==> src/sai_pkg.sv <==
// shared constants, types and register map of the sa-bit interrupt block
package sai_pkg;

    // -------------------------------------------------------------------
    // bus and channel geometry
    // -------------------------------------------------------------------
    localparam int          NUM_CHAN_DEF = 8;
    localparam int          ADDR_W       = 8;
    localparam int          DATA_W       = 32;
    localparam int          CHAN_LSB     = 4;

    // -------------------------------------------------------------------
    // register offsets inside one channel window
    // -------------------------------------------------------------------
    localparam logic [3:0]  OFS_SA_STAT  = 4'h0;
    localparam logic [3:0]  OFS_SA_EN    = 4'h4;
    localparam logic [3:0]  OFS_ZS_STAT  = 4'h8;
    localparam logic [3:0]  OFS_ZS_EN    = 4'hc;

    // -------------------------------------------------------------------
    // field positions
    // -------------------------------------------------------------------
    localparam int          BIT_P1111    = 7;
    localparam int          BIT_P1110    = 6;
    localparam int          BIT_P1100    = 5;
    localparam int          BIT_PA       = 4;
    localparam int          BIT_PB       = 3;
    localparam int          BIT_PC       = 2;
    localparam int          BIT_OTHER    = 1;
    localparam int          BIT_PZERO    = 0;
    localparam int          BIT_S7STATE  = 5;
    localparam int          BIT_S7CHG    = 1;
    localparam int          BIT_ZRCHG    = 0;
    localparam logic [7:0]  ZS_EN_MASK   = 8'h03;
    localparam logic [7:0]  ZS_ST_MASK   = 8'h03;

    // -------------------------------------------------------------------
    // monitored nibble values
    // -------------------------------------------------------------------
    localparam logic [3:0]  PAT_1111     = 4'hf;
    localparam logic [3:0]  PAT_1110     = 4'he;
    localparam logic [3:0]  PAT_1100     = 4'hc;
    localparam logic [3:0]  PAT_A        = 4'ha;
    localparam logic [3:0]  PAT_B        = 4'h8;
    localparam logic [3:0]  PAT_C        = 4'h2;
    localparam logic [3:0]  PAT_C_MASK   = 4'he;
    localparam logic [3:0]  PAT_ZERO     = 4'h0;
    localparam logic [7:0]  BOTH_EDGE    = 8'hfd;

    // -------------------------------------------------------------------
    // reset values and counts
    // -------------------------------------------------------------------
    localparam logic [7:0]  EN_RST       = 8'h00;
    localparam logic [7:0]  ST_RST       = 8'h00;
    localparam int          DEB_REPEAT   = 2;
    localparam logic [2:0]  VOTE_RST     = 3'h7;

    // -------------------------------------------------------------------
    // types
    // -------------------------------------------------------------------
    typedef enum logic [0:0] {
        APB_IDLE = 1'b0,
        APB_DONE = 1'b1
    } sai_apb_e;

    typedef struct packed {
        logic              psel;
        logic              penable;
        logic              pwrite;
        logic [ADDR_W-1:0] paddr;
        logic [DATA_W-1:0] pwdata;
    } sai_apb_req_s;

    typedef struct packed {
        logic              pready;
        logic [DATA_W-1:0] prdata;
        logic              pslverr;
    } sai_apb_rsp_s;

    typedef struct packed {
        logic       sa6Valid;
        logic [3:0] sa6Nibble;
        logic       sa7Valid;
        logic       sa7Bit;
        logic       zeroRun;
    } sai_rx_s;

endpackage : sai_pkg

==> src/sai_sa6_debounce.sv <==
// debounce of the received national-bit nibble over consecutive multiframes
`timescale 1ns/10ps
`default_nettype none
module sai_sa6_debounce #(
    parameter int REPEAT = sai_pkg::DEB_REPEAT
) (
    // clock and reset
    input  wire logic       core_clk,
    input  wire logic       rst,
    // one nibble per multiframe
    input  wire logic       sampleValid,
    input  wire logic [3:0] sampleNibble,
    // debounced result
    output logic      [3:0] debNibble,
    output logic            debValid
);
    import sai_pkg::*;

    localparam int             CNT_W   = $clog2(REPEAT + 1);
    localparam logic [CNT_W-1:0] CNT_MAX = CNT_W'(REPEAT);

    logic [3:0]       last_q, last_d, deb_q, deb_d;
    logic [CNT_W-1:0] cnt_q, cnt_d;
    logic             valid_q, valid_d;

    always_comb begin
        last_d  = last_q;
        cnt_d   = cnt_q;
        deb_d   = deb_q;
        valid_d = valid_q;
        if (sampleValid) begin
            if (sampleNibble == last_q && cnt_q != '0) begin
                if (cnt_q != CNT_MAX) begin
                    cnt_d = cnt_q + 1'b1;
                end
            end else begin
                last_d = sampleNibble;
                cnt_d  = CNT_W'(1);
            end
            if (cnt_d == CNT_MAX) begin
                deb_d   = sampleNibble;
                valid_d = 1'b1;
            end
        end
    end

    always_ff @(posedge core_clk) begin
        if (rst) begin
            last_q  <= 4'h0;
            cnt_q   <= '0;
            deb_q   <= 4'h0;
            valid_q <= 1'b0;
        end else begin
            last_q  <= last_d;
            cnt_q   <= cnt_d;
            deb_q   <= deb_d;
            valid_q <= valid_d;
        end
    end

    assign debNibble = deb_q;
    assign debValid  = valid_q;
endmodule : sai_sa6_debounce
`default_nettype wire

==> src/sai_sa7_vote.sv <==
// two-out-of-three vote for a received spare bit equal to zero
`timescale 1ns/10ps
`default_nettype none
module sai_sa7_vote (
    // clock and reset
    input  wire logic core_clk,
    input  wire logic rst,
    // one bit per observation
    input  wire logic sampleValid,
    input  wire logic sampleBit,
    // vote result
    output logic      lowState
);
    import sai_pkg::*;

    logic [2:0] hist_q, hist_d;
    logic       state_q, state_d;

    always_comb begin
        hist_d  = hist_q;
        state_d = state_q;
        if (sampleValid) begin
            hist_d  = {hist_q[1:0], sampleBit};
            state_d = (hist_d[0] | hist_d[1]) ? (~hist_d[0] & ~hist_d[1]) |
                      ((hist_d[0] ^ hist_d[1]) & ~hist_d[2]) : 1'b1;
        end
    end

    always_ff @(posedge core_clk) begin
        if (rst) begin
            hist_q  <= VOTE_RST;
            state_q <= 1'b0;
        end else begin
            hist_q  <= hist_d;
            state_q <= state_d;
        end
    end

    assign lowState = state_q;
endmodule : sai_sa7_vote
`default_nettype wire

==> src/sai_sa_irq.sv <==
// per-channel sa-bit change detection with enable and clear-on-read status over apb
`timescale 1ns/10ps
`default_nettype none
module sai_sa_irq #(
    parameter int NUM_CHAN = sai_pkg::NUM_CHAN_DEF,
    parameter int REPEAT   = sai_pkg::DEB_REPEAT
) (
    // clock and reset
    input  wire logic                   core_clk,
    input  wire logic                   rst,
    // apb slave
    input  wire sai_pkg::sai_apb_req_s  apbReq,
    output      sai_pkg::sai_apb_rsp_s  apbRsp,
    // receive framer national-bit feed, one per channel
    input  wire sai_pkg::sai_rx_s [NUM_CHAN-1:0] rxIn
);
    import sai_pkg::*;

    // -------------------------------------------------------------------
    // state
    // -------------------------------------------------------------------
    logic [7:0]   saEn_q   [NUM_CHAN];
    logic [7:0]   saEn_d   [NUM_CHAN];
    logic [7:0]   saSt_q   [NUM_CHAN];
    logic [7:0]   saSt_d   [NUM_CHAN];
    logic [7:0]   zsEn_q   [NUM_CHAN];
    logic [7:0]   zsEn_d   [NUM_CHAN];
    logic [7:0]   zsSt_q   [NUM_CHAN];
    logic [7:0]   zsSt_d   [NUM_CHAN];
    logic [7:0]   mPrev_q  [NUM_CHAN];
    logic [7:0]   mPrev_d  [NUM_CHAN];
    logic         s7Prev_q [NUM_CHAN];
    logic         s7Prev_d [NUM_CHAN];
    logic         zrPrev_q [NUM_CHAN];
    logic         zrPrev_d [NUM_CHAN];
    logic [7:0]   match    [NUM_CHAN];
    logic [7:0]   saSet    [NUM_CHAN];
    logic [7:0]   zsSet    [NUM_CHAN];
    logic         s7State  [NUM_CHAN];
    sai_apb_e     phase_q, phase_d;
    sai_apb_rsp_s rsp_q, rsp_d;

    // -------------------------------------------------------------------
    // per-channel detectors
    // -------------------------------------------------------------------
    for (genvar c = 0; c < NUM_CHAN; c++) begin : g_chan
        logic [3:0] deb;
        logic       debOk;

        sai_sa6_debounce #(
            .REPEAT      (REPEAT)
        ) u_deb (
            .core_clk    (core_clk),
            .rst         (rst),
            .sampleValid (rxIn[c].sa6Valid),
            .sampleNibble(rxIn[c].sa6Nibble),
            .debNibble   (deb),
            .debValid    (debOk)
        );

        sai_sa7_vote u_vote (
            .core_clk    (core_clk),
            .rst         (rst),
            .sampleValid (rxIn[c].sa7Valid),
            .sampleBit   (rxIn[c].sa7Bit),
            .lowState    (s7State[c])
        );

        // patterns on bits 7 to 0
        assign match[c][BIT_P1111] = debOk && deb == PAT_1111;
        assign match[c][BIT_P1110] = debOk && deb == PAT_1110;
        assign match[c][BIT_P1100] = debOk && deb == PAT_1100;
        assign match[c][BIT_PA]    = debOk && deb == PAT_A;
        assign match[c][BIT_PB]    = debOk && deb == PAT_B;
        assign match[c][BIT_PC]    = debOk && (deb & PAT_C_MASK) == PAT_C;
        assign match[c][BIT_PZERO] = debOk && deb == PAT_ZERO;
        assign match[c][BIT_OTHER] = debOk && ((match[c] & BOTH_EDGE) == 8'h00);

        assign saSet[c] = (((match[c] ^ mPrev_q[c]) & BOTH_EDGE) |
                           (match[c] & ~mPrev_q[c] & ~BOTH_EDGE)) & saEn_q[c];
        assign zsSet[c] = {6'h00, s7State[c] ^ s7Prev_q[c],
                           rxIn[c].zeroRun ^ zrPrev_q[c]} & zsEn_q[c];
    end

    // -------------------------------------------------------------------
    // apb decode
    // -------------------------------------------------------------------
    // channel index sized to the array so up to sixteen channels decode without aliasing
    localparam int CH_W = (NUM_CHAN > 1) ? $clog2(NUM_CHAN) : 1;

    logic [3:0]      chan, ofs;
    logic [CH_W-1:0] chanIx;
    logic            chanOk, ofsOk, access;

    assign chan   = apbReq.paddr[CHAN_LSB +: 4];
    assign ofs    = apbReq.paddr[3:0];
    assign chanIx = chan[CH_W-1:0];
    assign chanOk = {28'h0, chan} < 32'(NUM_CHAN);
    assign ofsOk  = ofs == OFS_SA_STAT || ofs == OFS_SA_EN ||
                    ofs == OFS_ZS_STAT || ofs == OFS_ZS_EN;
    assign access = apbReq.psel && apbReq.penable;

    function automatic logic [7:0] rd_word(input logic [7:0] saEn, input logic [7:0] saSt,
                                           input logic [7:0] zsEn, input logic [7:0] zsSt,
                                           input logic       s7, input logic [3:0] o);
        logic [7:0] v;
        v = 8'h00;
        unique case (o)
            OFS_SA_STAT: v = saSt;
            OFS_SA_EN:   v = saEn;
            OFS_ZS_STAT: v = (zsSt & ZS_ST_MASK) | (8'(s7) << BIT_S7STATE);
            OFS_ZS_EN:   v = zsEn & ZS_EN_MASK;
            default:     v = 8'h00;
        endcase
        return v;
    endfunction : rd_word

    // -------------------------------------------------------------------
    // bus response: one wait state, answer registered
    // -------------------------------------------------------------------
    always_comb begin
        phase_d = phase_q;
        rsp_d   = rsp_q;
        unique case (phase_q)
            APB_IDLE: begin
                if (access) begin
                    phase_d        = APB_DONE;
                    rsp_d.pready   = 1'b1;
                    rsp_d.pslverr  = !(chanOk && ofsOk);
                    rsp_d.prdata   = '0;
                    if (chanOk && !apbReq.pwrite) begin
                        rsp_d.prdata[7:0] = rd_word(saEn_q[chanIx], saSt_q[chanIx],
                                                    zsEn_q[chanIx], zsSt_q[chanIx],
                                                    s7State[chanIx], ofs);
                    end
                end
            end
            APB_DONE: begin
                phase_d      = APB_IDLE;
                rsp_d.pready = 1'b0;
            end
        endcase
    end

    always_ff @(posedge core_clk) begin
        if (rst) begin
            phase_q <= APB_IDLE;
            rsp_q   <= '0;
        end else begin
            phase_q <= phase_d;
            rsp_q   <= rsp_d;
        end
    end

    assign apbRsp = rsp_q;

    // -------------------------------------------------------------------
    // registers: enables, sticky flags, edge history
    // -------------------------------------------------------------------
    logic commit, wrOk;
    assign commit = phase_q == APB_DONE && access && !rsp_q.pslverr;
    assign wrOk   = commit && apbReq.pwrite;

    always_comb begin
        for (int c = 0; c < NUM_CHAN; c++) begin
            logic       sel;
            logic [7:0] saClr, zsClr;
            sel   = commit && chan == 4'(c);
            saClr = 8'h00;
            zsClr = 8'h00;
            saEn_d[c]   = saEn_q[c];
            zsEn_d[c]   = zsEn_q[c];
            mPrev_d[c]  = match[c];
            s7Prev_d[c] = s7State[c];
            zrPrev_d[c] = rxIn[c].zeroRun;
            if (sel && wrOk) begin
                if (ofs == OFS_SA_EN) begin
                    saEn_d[c] = apbReq.pwdata[7:0];
                end
                if (ofs == OFS_ZS_EN) begin
                    zsEn_d[c] = apbReq.pwdata[7:0] & ZS_EN_MASK;
                end
                if (ofs == OFS_SA_STAT) begin
                    saClr = apbReq.pwdata[7:0];
                end
                if (ofs == OFS_ZS_STAT) begin
                    zsClr = apbReq.pwdata[7:0];
                end
            end
            if (sel && !apbReq.pwrite && ofs == OFS_SA_STAT) begin
                saClr = rsp_q.prdata[7:0];
            end
            if (sel && !apbReq.pwrite && ofs == OFS_ZS_STAT) begin
                zsClr = rsp_q.prdata[7:0];
            end
            saSt_d[c] = (saSt_q[c] & ~saClr) | saSet[c];
            zsSt_d[c] = ((zsSt_q[c] & ~zsClr) | zsSet[c]) & ZS_ST_MASK;
        end
    end

    always_ff @(posedge core_clk) begin
        for (int c = 0; c < NUM_CHAN; c++) begin
            if (rst) begin
                saEn_q[c]   <= EN_RST;
                zsEn_q[c]   <= EN_RST;
                saSt_q[c]   <= ST_RST;
                zsSt_q[c]   <= ST_RST;
                mPrev_q[c]  <= 8'h00;
                s7Prev_q[c] <= 1'b0;
                zrPrev_q[c] <= 1'b0;
            end else begin
                saEn_q[c]   <= saEn_d[c];
                zsEn_q[c]   <= zsEn_d[c];
                saSt_q[c]   <= saSt_d[c];
                zsSt_q[c]   <= zsSt_d[c];
                mPrev_q[c]  <= mPrev_d[c];
                s7Prev_q[c] <= s7Prev_d[c];
                zrPrev_q[c] <= zrPrev_d[c];
            end
        end
    end

    // -------------------------------------------------------------------
    // checks on the bus and on channel 0
    // -------------------------------------------------------------------
    logic rdSt0, rdZs0;
    assign rdSt0 = commit && !apbReq.pwrite && chan == 4'h0 && ofs == OFS_SA_STAT;
    assign rdZs0 = phase_q == APB_IDLE && access && !apbReq.pwrite &&
                   chan == 4'h0 && ofs == OFS_ZS_STAT;
endmodule : sai_sa_irq
`default_nettype wire

==> config.mk <==
export PLATFORM = sky130hd
export DESIGN_NAME = sai_sa_irq
export DESIGN_NICKNAME = d
export VERILOG_FILES = /design/src/sai_pkg.sv /design/src/sai_sa6_debounce.sv /design/src/sai_sa7_vote.sv /design/src/sai_sa_irq.sv
export SDC_FILE = /design/constraint.sdc
export NUM_CORES = 1
export LEC_CHECK = 0
export ABC_AREA = 1
export BUFFER_PORTS_ARGS = -buffer_cell sky130_fd_sc_hd__buf_2
export CORE_UTILIZATION = 60
export DETAILED_ROUTE_END_ITERATION = 12
export HOLD_SLACK_MARGIN = 0.08
export PLACE_DENSITY = 0.8
export SYNTH_ARGS = -nofsm -noshare
export SYNTH_HDL_FRONTEND = slang
export SYNTH_SLANG_ARGS = --single-unit
==> constraint.sdc <==
create_clock -name core_clk -period 4.71 [get_ports core_clk]
set_input_delay 0.2355 -clock core_clk [delete_from_list [all_inputs] [get_ports core_clk]]
set_output_delay 0.2355 -clock core_clk [all_outputs]
set_load 0.005 [all_outputs]
### After elaboration in Yosys (flattened, before gate mapping)

Memories as Yosys holds them, arrays and structs flattened.
Index checks and enable logic that the tools add are counted.

| word-level totals | value |
|---|---|
| output and inout bits | 34 |
| bits in writable memories | 288 |
| memories kept | 7 |
| bits of input ports | 109 |
| logic and storage cells | 728 |
| register bits | 123 |

| cells by class | value |
|---|---|
| bitwise logic cells | 243 |
| reduce and logical (&&, ||, !) cells | 167 |
| add/sub/neg operators | 8 |
| multiplexer cells | 166 |
| equal/unequal tests | 83 |
| $lt $le $gt $ge | 2 |

Memory list:

| memory | depth | width | read ports | clocked after Yosys merged registers in | write ports | line | RTL |
|---|---|---|---|---|---|---|---|
| mPrev_q | 8 | 8 | 8 | 0 | 8 | sai_sa_irq.sv:30 | `logic [7:0] mPrev_q [NUM_CHAN];` |
| saEn_q | 8 | 8 | 9 | 0 | 8 | sai_sa_irq.sv:22 | `logic [7:0] saEn_q [NUM_CHAN];` |
| saSt_q | 8 | 8 | 9 | 0 | 8 | sai_sa_irq.sv:24 | `logic [7:0] saSt_q [NUM_CHAN];` |
| zsEn_q | 8 | 8 | 9 | 0 | 8 | sai_sa_irq.sv:26 | `logic [7:0] zsEn_q [NUM_CHAN];` |
| zsSt_q | 8 | 2 | 9 | 0 | 8 | sai_sa_irq.sv:28 | `logic [7:0] zsSt_q [NUM_CHAN];` |
| s7Prev_q | 8 | 1 | 8 | 0 | 8 | sai_sa_irq.sv:32 | `logic s7Prev_q [NUM_CHAN];` |
| 1 more memories | - | - | - | - | - | - |  |

Operators by type and width:

| cell | number |
|---|---|
| $mux 8 | 82 |
| $eq 4x4->1 const B | 42 |
| $and 8x8->8 | 16 |
| $logic_and 1x1->1 | 118 |
| $mux 2 | 49 |
| $or 1x1->1 | 72 |
| $logic_not 8->1 | 8 |
| $not 8->8 | 8 |
| $or 8x2->8 | 8 |
| $or 8x8->8 | 8 |
| $xor 8x8->8 | 8 |
| $and 2x2->2 | 24 |
| $logic_not 4->1 | 10 |
| $mux 34 | 1 |
| $reduce_and 2->1 | 17 |
| $not 1->1 | 33 |
| $eq 4x4->1 | 8 |
| $not 2->2 | 16 |
| $pmux 8 s4 | 1 |
| $mux 1 | 30 |
| $eq 3x1->1 const B | 8 |
| $xor 1x1->1 | 24 |
| $eq 4x3->1 const B | 5 |
| $ne 2x2->1 const B | 9 |
| other kinds (15) | 64 |

### Logic depth before layout (Yosys ltp)

Gate-level depths: netlist of the first run.

| logic depth | value |
|---|---|
| word-level depth | 11 |
| mapped depth | 12 |
| mapped depth without buffers | 11 |

### By module

Synthesis of the first run repeated with hierarchy kept, for this count alone.

| second synthesis, totals | value |
|---|---|
| cell total of the unflattened synthesis | 2617 |
| area, all modules | 18174.9 sq um |

Modules (own cells, without submodules):

| module | area each (sq um) | sequential area each (sq um) | cells an instance | instances |
|---|---|---|---|---|
| sai_sa_irq | 12435.7 | 5024.8 | 1794 | 1 |
| sai_sa6_debounce at g_chan[0].u_deb ... | 588.1 | 220.2 | 85 | 7 |
| sai_sa7_vote | 133.9 | 60.1 | 18 | 8 |
| sai_sa6_debounce at g_chan[7].u_deb | 551.8 | 220.2 | 84 | 1 |

### Worst setup path before layout of the first run

Ideal clock, no wire load.

| timing | value |
|---|---|
| path kind | register -> register |
| from | register phase_q |
| to | memory saEn_q[7][7] |
| buffers on the path | 1 |
| data required time | 4640 ps |
| slack | 3165 ps |
| library setup time | 70 ps |
| stages on the path, launching flop included | 12 |
| data arrival time | 1475 ps |
| clock period less this slack | 1545 ps |
| path through | dfxtp_1 inv_2 nor2_4 nand3_4 clkinv_2 nand3_4 nor2_8 inv_2 nor2_8 buf_6 o21ai_1 a21oi_1 |

RTL lines:

| item | line | RTL |
|---|---|---|
| from (decl) | sai_sa_irq.sv:40 | `sai_apb_e phase_q, phase_d;` |
| from (signal assigned) | sai_sa_irq.sv:150 | `phase_q <= phase_d;` |
| to (decl) | sai_sa_irq.sv:22 |  |

==> impl_metrics.ini, run 1 <==
[sta]
finalWorstSetupSlack_ns = 2.19
hold_viol_final = 0
final.setup_skew_ns = 0.0150
setup-tns-final_ns = 0
max_freq_mhz = 397
setup_viol = 0
slew_viol_final = 0
period_minus_slack_ns = 2.52
slew_headroom = 0.230
period_share = 0.535
worst_slew_pin_slew_ns = 1.15
rsz0062_at_grt = false

[die]
rows = 61
die-area_um2 = 29400
core_um2 = 28000
dieHeight_um = 171
start_util = 0.615
die_w_um = 171
ios = 143

[detailed_routing]
vias = 17000
wl_um = 49700
drt_pass1_iterations = 8
drtIter0Drc = 1968
drc = 0
drt-vias-per-instance = 5.75
antenna_left = 0
route.detailed.wl_per_inst_um = 16.8

[global_routing]
grt_pass1_vias = 15800
grt_max_degree = 132
antenna_found_initial = 0
grt_overflow = 0
grt_usage = 0.338
grt_pass1_wl_um = 78600

[cells_and_area]
seq_area_um2 = 7270
layout.nets = 2678
n_antenna_cell = 0
final_common_cell = nand2_1
synthToLayoutAreaGrowth_pct = 14.3
fill_cells = 2344
multiInputGateArea_um2 = 8310
final_cell_mix = 486 x nand2_1, 363 x dfxtp_1, 279 x a21oi_1
finalNonFillerCells = 2959
drive_gt1_frac = 0.102

[worst_setup_path]
critical_path_required_ns = 5.09
crit_type = in -> reg
worstPathArrival_ns = 2.90
r2r-start = phase_q$_SDFF_PP0_
reg2regPathDepth = 9
startpoint = apbReq[36]
endpoint_kind = register
r2r-end = saSt_q[0][6]$_SDFF_PP0_
reg2reg_slack_ns = 2.63
critPathMaxFanout = 34
cp-endpoint = saSt_q[7][6]$_SDFF_PP0_
start_kind = input pin

[pwr]
ir_drop_uv = 265
p_leak_nw = 8.32
p_per_area_nw_per_um2 = 339
total_power_mw = 6.68

[cts]
cts_buffers = 38
h-tree-depth = 2
cts_resized = 0
cts_buffer_depth = 3
cts_tree = built
clock_sink_count = 363
clk_latency_ns = 0.53
cts-root-buf = clkbuf_16
clk_pin_slew_ns = 0.06

[logic_synthesis]
synth_ff_type = dfxtp_1
synth_area_um2 = 17200
synth_edf_count = 0
synth_seq_area_share = 0.422
yosys_warnings = 0
netlist-cell-type-count = 48
async_flop_share = 0
netlist_instances = 2433
synth-seq-cells = 363
avgSynthCellArea_um2 = 7.08

[placed_design]
hpwlAfterDp_um = 32500
io_buffer_count = 94
place.gp.congestion = 0.955
dp_slack_ns = 1.85
dp_cells = 2820

[min_path]
hold_path.class = in -> reg

[outcome]
status = complete, no violations

[job]
cap_viol_max_count = 0
metal layers:
metal | global-route usage | wire [µm] | share of wire | up-vias
met5 | 0 | 0 | 0 | -
met4 | 0.156 | 2260 | 0.046 | 0
met3 | 0.0548 | 4840 | 0.097 | 198
met2 | 0.551 | 22400 | 0.45 | 927
met1 | 0.437 | 20200 | 0.41 | 7696
li1 | - | - | - | 8205
cells by family after synthesis:
kind of cell,Yosys count,share of synthesized area
AO/OA/AOI/OAI,511,0.156
multiplexers,6,0.00348
buffers and inverters,408,0.102
adder cells (fa/ha/maj),16,0.0116
XOR/XNOR,13,0.00661
flip-flops,363,0.422
AND/OR/NAND/NOR,1115,0.299
other,1,0.000218
through the flow:
stage	hold WS [ns]	utilization	area, µm²
CTS	0.0826	0.703	19700
detailed placement	0.455	0.633	17700
global route	0.112	0.703	19700
finish	0.0934	0.703	19700
global placement	0.432	0.633	17700
floorplan	0.336	-	17300
where the power goes:
| part | internal [mW] | switching, mW | total (mW) |
|---|---|---|---|
| Combinational | 0.160 | 0.308 | 0.468 |
| Clock | 1.82 | 1.24 | 3.06 |
| Sequential | 3.12 | 0.0310 | 3.15 |
| Total | 5.10 | 1.57 | 6.68 |
area by class of cell:
type                            count  share of cell area
Multi-Input combinational cell   1685               0.422
Clock buffer                       58              0.0594
Tap cell                          378              0.0240
Clock inverter                     10             0.00521
Sequential cell                   363               0.369
Timing Repair Buffer              172              0.0636
Inverter                          293              0.0575
worst max-delay path: stages:
cell,delay [ns]
buf_2,0.59
nand2_2,0.57
inv_2,0.48
nand4_1,0.14
nor2_1,0.37
inv_1,0.15
o21ai_0,0.22
a21oi_1,0.10
worst min-delay path by stage:
stage,from,end,depth (start not counted)
floorplan,rxIn[2],g_chan[0].u_vote.hist_q[0]$_SDFFE_PP1P_,1
global placement,apbRsp[33]$_SDFFE_PP0P_,apbRsp[33]$_SDFFE_PP0P_,2
detailed placement,g_chan[0].u_deb.cnt_q[1]$_SDFFE_PP0P_,g_chan[0].u_deb.cnt_q[1]$_SDFFE_PP0P_,2
CTS,rxIn[15],g_chan[1].u_deb.cnt_q[0]$_SDFFE_PP0P_,3
global route,rxIn[15],g_chan[1].u_deb.cnt_q[0]$_SDFFE_PP0P_,3
finish,rxIn[23],g_chan[2].u_deb.cnt_q[0]$_SDFFE_PP0P_,3
cell usage after synthesis (3+ instances only):
cell type | count | share of area
a211oi_1 | 6 | 0.0026
a21boi_0 | 9 | 0.0039
a21oi_1 | 279 | 0.081
a22oi_1 | 14 | 0.0061
a31oi_1 | 8 | 0.0029
buf_1 | 10 | 0.0022
buf_2 | 12 | 0.0035
buf_4 | 27 | 0.012
buf_6 | 9 | 0.0059
clkbuf_1 | 54 | 0.012
clkbuf_2 | 3 | 0.00087
clkinv_1 | 11 | 0.0024
dfxtp_1 | 363 | 0.42
ha_1 | 16 | 0.012
inv_1 | 268 | 0.058
inv_2 | 10 | 0.0022
mux2i_1 | 6 | 0.0035
nand2_1 | 486 | 0.11
nand2_2 | 8 | 0.0029
nand3_1 | 195 | 0.057
nand3b_1 | 8 | 0.0035
nand4_1 | 43 | 0.016
nor2_1 | 231 | 0.050
nor2_2 | 4 | 0.0015
nor2_4 | 4 | 0.0026
nor2_8 | 9 | 0.010
nor3_1 | 49 | 0.014
nor3_4 | 5 | 0.0047
nor4_1 | 14 | 0.0051
o211ai_1 | 16 | 0.0070
o21ai_0 | 150 | 0.044
o21ai_1 | 18 | 0.0052
o22ai_1 | 11 | 0.0040
or2_2 | 48 | 0.017
xnor2_1 | 8 | 0.0041
xor2_1 | 5 | 0.0025
what timing repair did:
item                      in CTS  in global routing
hold endpoints to repair      98                  0
hold buffers                  71                  0
setup buffers                  0                  0
sequential cells by signal, summed over array words and instances, names as in the netlist, 32 cells and up:
| signal | flops |
|---|---|
| mPrev_q | 64 |
| saEn_q | 64 |
| saSt_q | 64 |
| g_chan.u_deb.debNibble | 32 |
| g_chan.u_deb.last_q | 32 |
Power figures use the tool's default switching activity.
==> inputs of run 2 (changes only) <==
- CORE_UTILIZATION: 60 -> 54
- PLACE_DENSITY: 0.8 -> 0.76
- clock period: 4.71 -> 2.2 ns (I/O delays scaled with it)
==> run 2 against run 1 <==
Final area is 4.3% higher. Sequential power up 110%. Critical path depth down 1. Highest routed layer unchanged. Core utilization decreased by 5.1 points. Critical path type unchanged. Worst hold slack improved by 0.010 ns. Non-clock buffer count grew 85. Clock-buffer cell count decreased by 1.
==> impl_metrics.ini, run 2 (synthesis results as in run 1) <==
[min_path]
hold_path.class = in -> reg

[detailed_routing]
antenna_left = 0
drt-vias-per-instance = 5.53
drt_pass1_iterations = 6
vias = 16900
route.detailed.wl_per_inst_um = 16.5
drc = 0
drtIter0Drc = 1501
wl_um = 50500

[cells_and_area]
seq_area_um2 = 7270
final_cell_mix = 485 x nand2_1, 363 x dfxtp_1, 279 x a21oi_1
n_antenna_cell = 0
layout.nets = 2765
multiInputGateArea_um2 = 8320
synthToLayoutAreaGrowth_pct = 19.2
reg_top3 = mPrev_q (64), saEn_q (64), saSt_q (64)
postLayoutCoreUtil = 0.653
drive_gt1_frac = 0.118
final_common_cell = nand2_1
fill_cells = 2713

[worst_setup_path]
critical_path_required_ns = 2.67
start_kind = input pin
critPathMaxFanout = 53
worstPathArrival_ns = 2.60
endpoint_kind = register
crit_type = in -> reg

[sta]
slew_headroom = 0.469
period_share = 0.966
setup-tns-final_ns = 0
whs_ns = 0.104
finalWorstSetupSlack_ns = 0.0755
hold_viol_final = 0
slew_viol_final = 0
final.setup_skew_ns = 0.0169
period_minus_slack_ns = 2.12
setup_viol = 0
rsz0062_at_grt = true
max_freq_mhz = 471
worst_slew_pin_slew_ns = 0.795

[global_routing]
antenna_found_initial = 0
grt_usage = 0.307
grt_pass1_wl_um = 80800
met3_usage = 0.0513
grt_pass1_vias = 16100
grt_overflow = 0
grt_use_met1 = 0.392
use_met2 = 0.511
grt_max_degree = 136
busiest_layer = met2

[pwr]
p_clk_frac = 0.455
total_power_mw = 14.4
p_leak_nw = 8.74
switching_share = 0.233
combPwrFrac = 0.077
seq_power_share = 0.469
switching_power_mw = 3.35
ir_drop_uv = 668
p_int_mw = 11.1
p_per_area_nw_per_um2 = 701

[cts]
cts_buffer_depth = 3
cts_buffers = 40
clk_latency_ns = 0.53
cts-root-buf = clkbuf_16
cts_tree = built
clock_sink_count = 363
h-tree-depth = 2
clk_pin_slew_ns = 0.06

[placed_design]
hpwlAfterDp_um = 34700
io_buffer_count = 94
place.gp.congestion = 0.979
dp_slack_ns = 0.318

[die]
start_util = 0.548
core_um2 = 31500
die-area_um2 = 32600
dieHeight_um = 181
ios = 143
die_w_um = 181
rows = 65

[job]
cap_viol_max_count = 0

[outcome]
status = complete, no violations
## run 2: cell types whose count changed in the layout (fill, tap and decap cells not counted), moves of 2 or more
| cell | before | now |
|---|---|---|
| clkbuf_8 | 8 | 6 |
| dlygate4sd3_1 | 71 | 102 |
| buf_4 | 6 | 51 |
| clkinv_2 | 10 | 6 |
| buf_12 | 1 | 7 |
## run 2: worst paths after layout
check / from / to / slack (ns) / cells past startpoint
worst max-delay path: rst / g_chan[7].u_vote.hist_q[0]$_SDFFE_PP1P_ / 0.08 / 7
worst min-delay path: apbReq[1] / zsEn_q[4][1]$_SDFFE_PP0P_ / 0.10 / 3
worst max register to register: g_chan[7].u_deb.cnt_q[0]$_SDFFE_PP0P_ / g_chan[7].u_deb.cnt_q[1]$_SDFFE_PP0P_ / 0.14 / 8
worst min register to register: g_chan[4].u_vote.hist_q[1]$_SDFFE_PP1P_ / g_chan[4].u_vote.hist_q[1]$_SDFFE_PP1P_ / 0.46 / 2
## run 2: critical path, stage by stage
cell and delay [ns]:
dlygate4sd3_1 0.54, buf_6 0.19, buf_6 0.39, a21oi_1 0.09, dlygate4sd3_1 0.59, o21ai_0 0.08
dlygate4sd3_1 0.57
## run 2: cell type report
cell class	instances	area share
multi-input combinational	1685	0.405
sequential	363	0.354
timing repair buffer	257	0.101
clock buffer	57	0.0558
inverter	293	0.0551
tap	402	0.0245
clock inverter	7	0.00548
## run 2: repair_timing
action,in CTS,in global routing
resized for setup,0,6
hold buffers,104,0
endpoints found under the setup margin,0,10
buffers inserted,0,0
hold endpoints to repair,172,0
## run 2: power groups by stage
| stage | clock [mW] | combinational [mW] | sequential, mW |
|---|---|---|---|
| 2_1_floorplan | 0 | 0.601 | 6.87 |
| 3_3_place_gp | 0 | 0.895 | 6.89 |
| 3_5_place_dp | 0 | 0.922 | 6.89 |
| 4_1_cts | 6.64 | 1.07 | 6.75 |
| 5_1_grt | 6.90 | 1.21 | 6.76 |
| 6_report | 6.55 | 1.11 | 6.75 |
## run 2: stage by stage
stage                     std cells  instance area, µm²
final                          3064               20600
after global routing           3064               20600
after CTS                      3064               20500
after detailed placement       2896               18200
after global placement         2896               18200
after floorplan                2456               17300
## run 2: metal layers
metal | vias to the layer above | part of all wire
met5 | - | 0
met4 | 0 | 0.041
met3 | 147 | 0.077
met2 | 697 | 0.46
met1 | 7742 | 0.42
li1 | 8352 | -
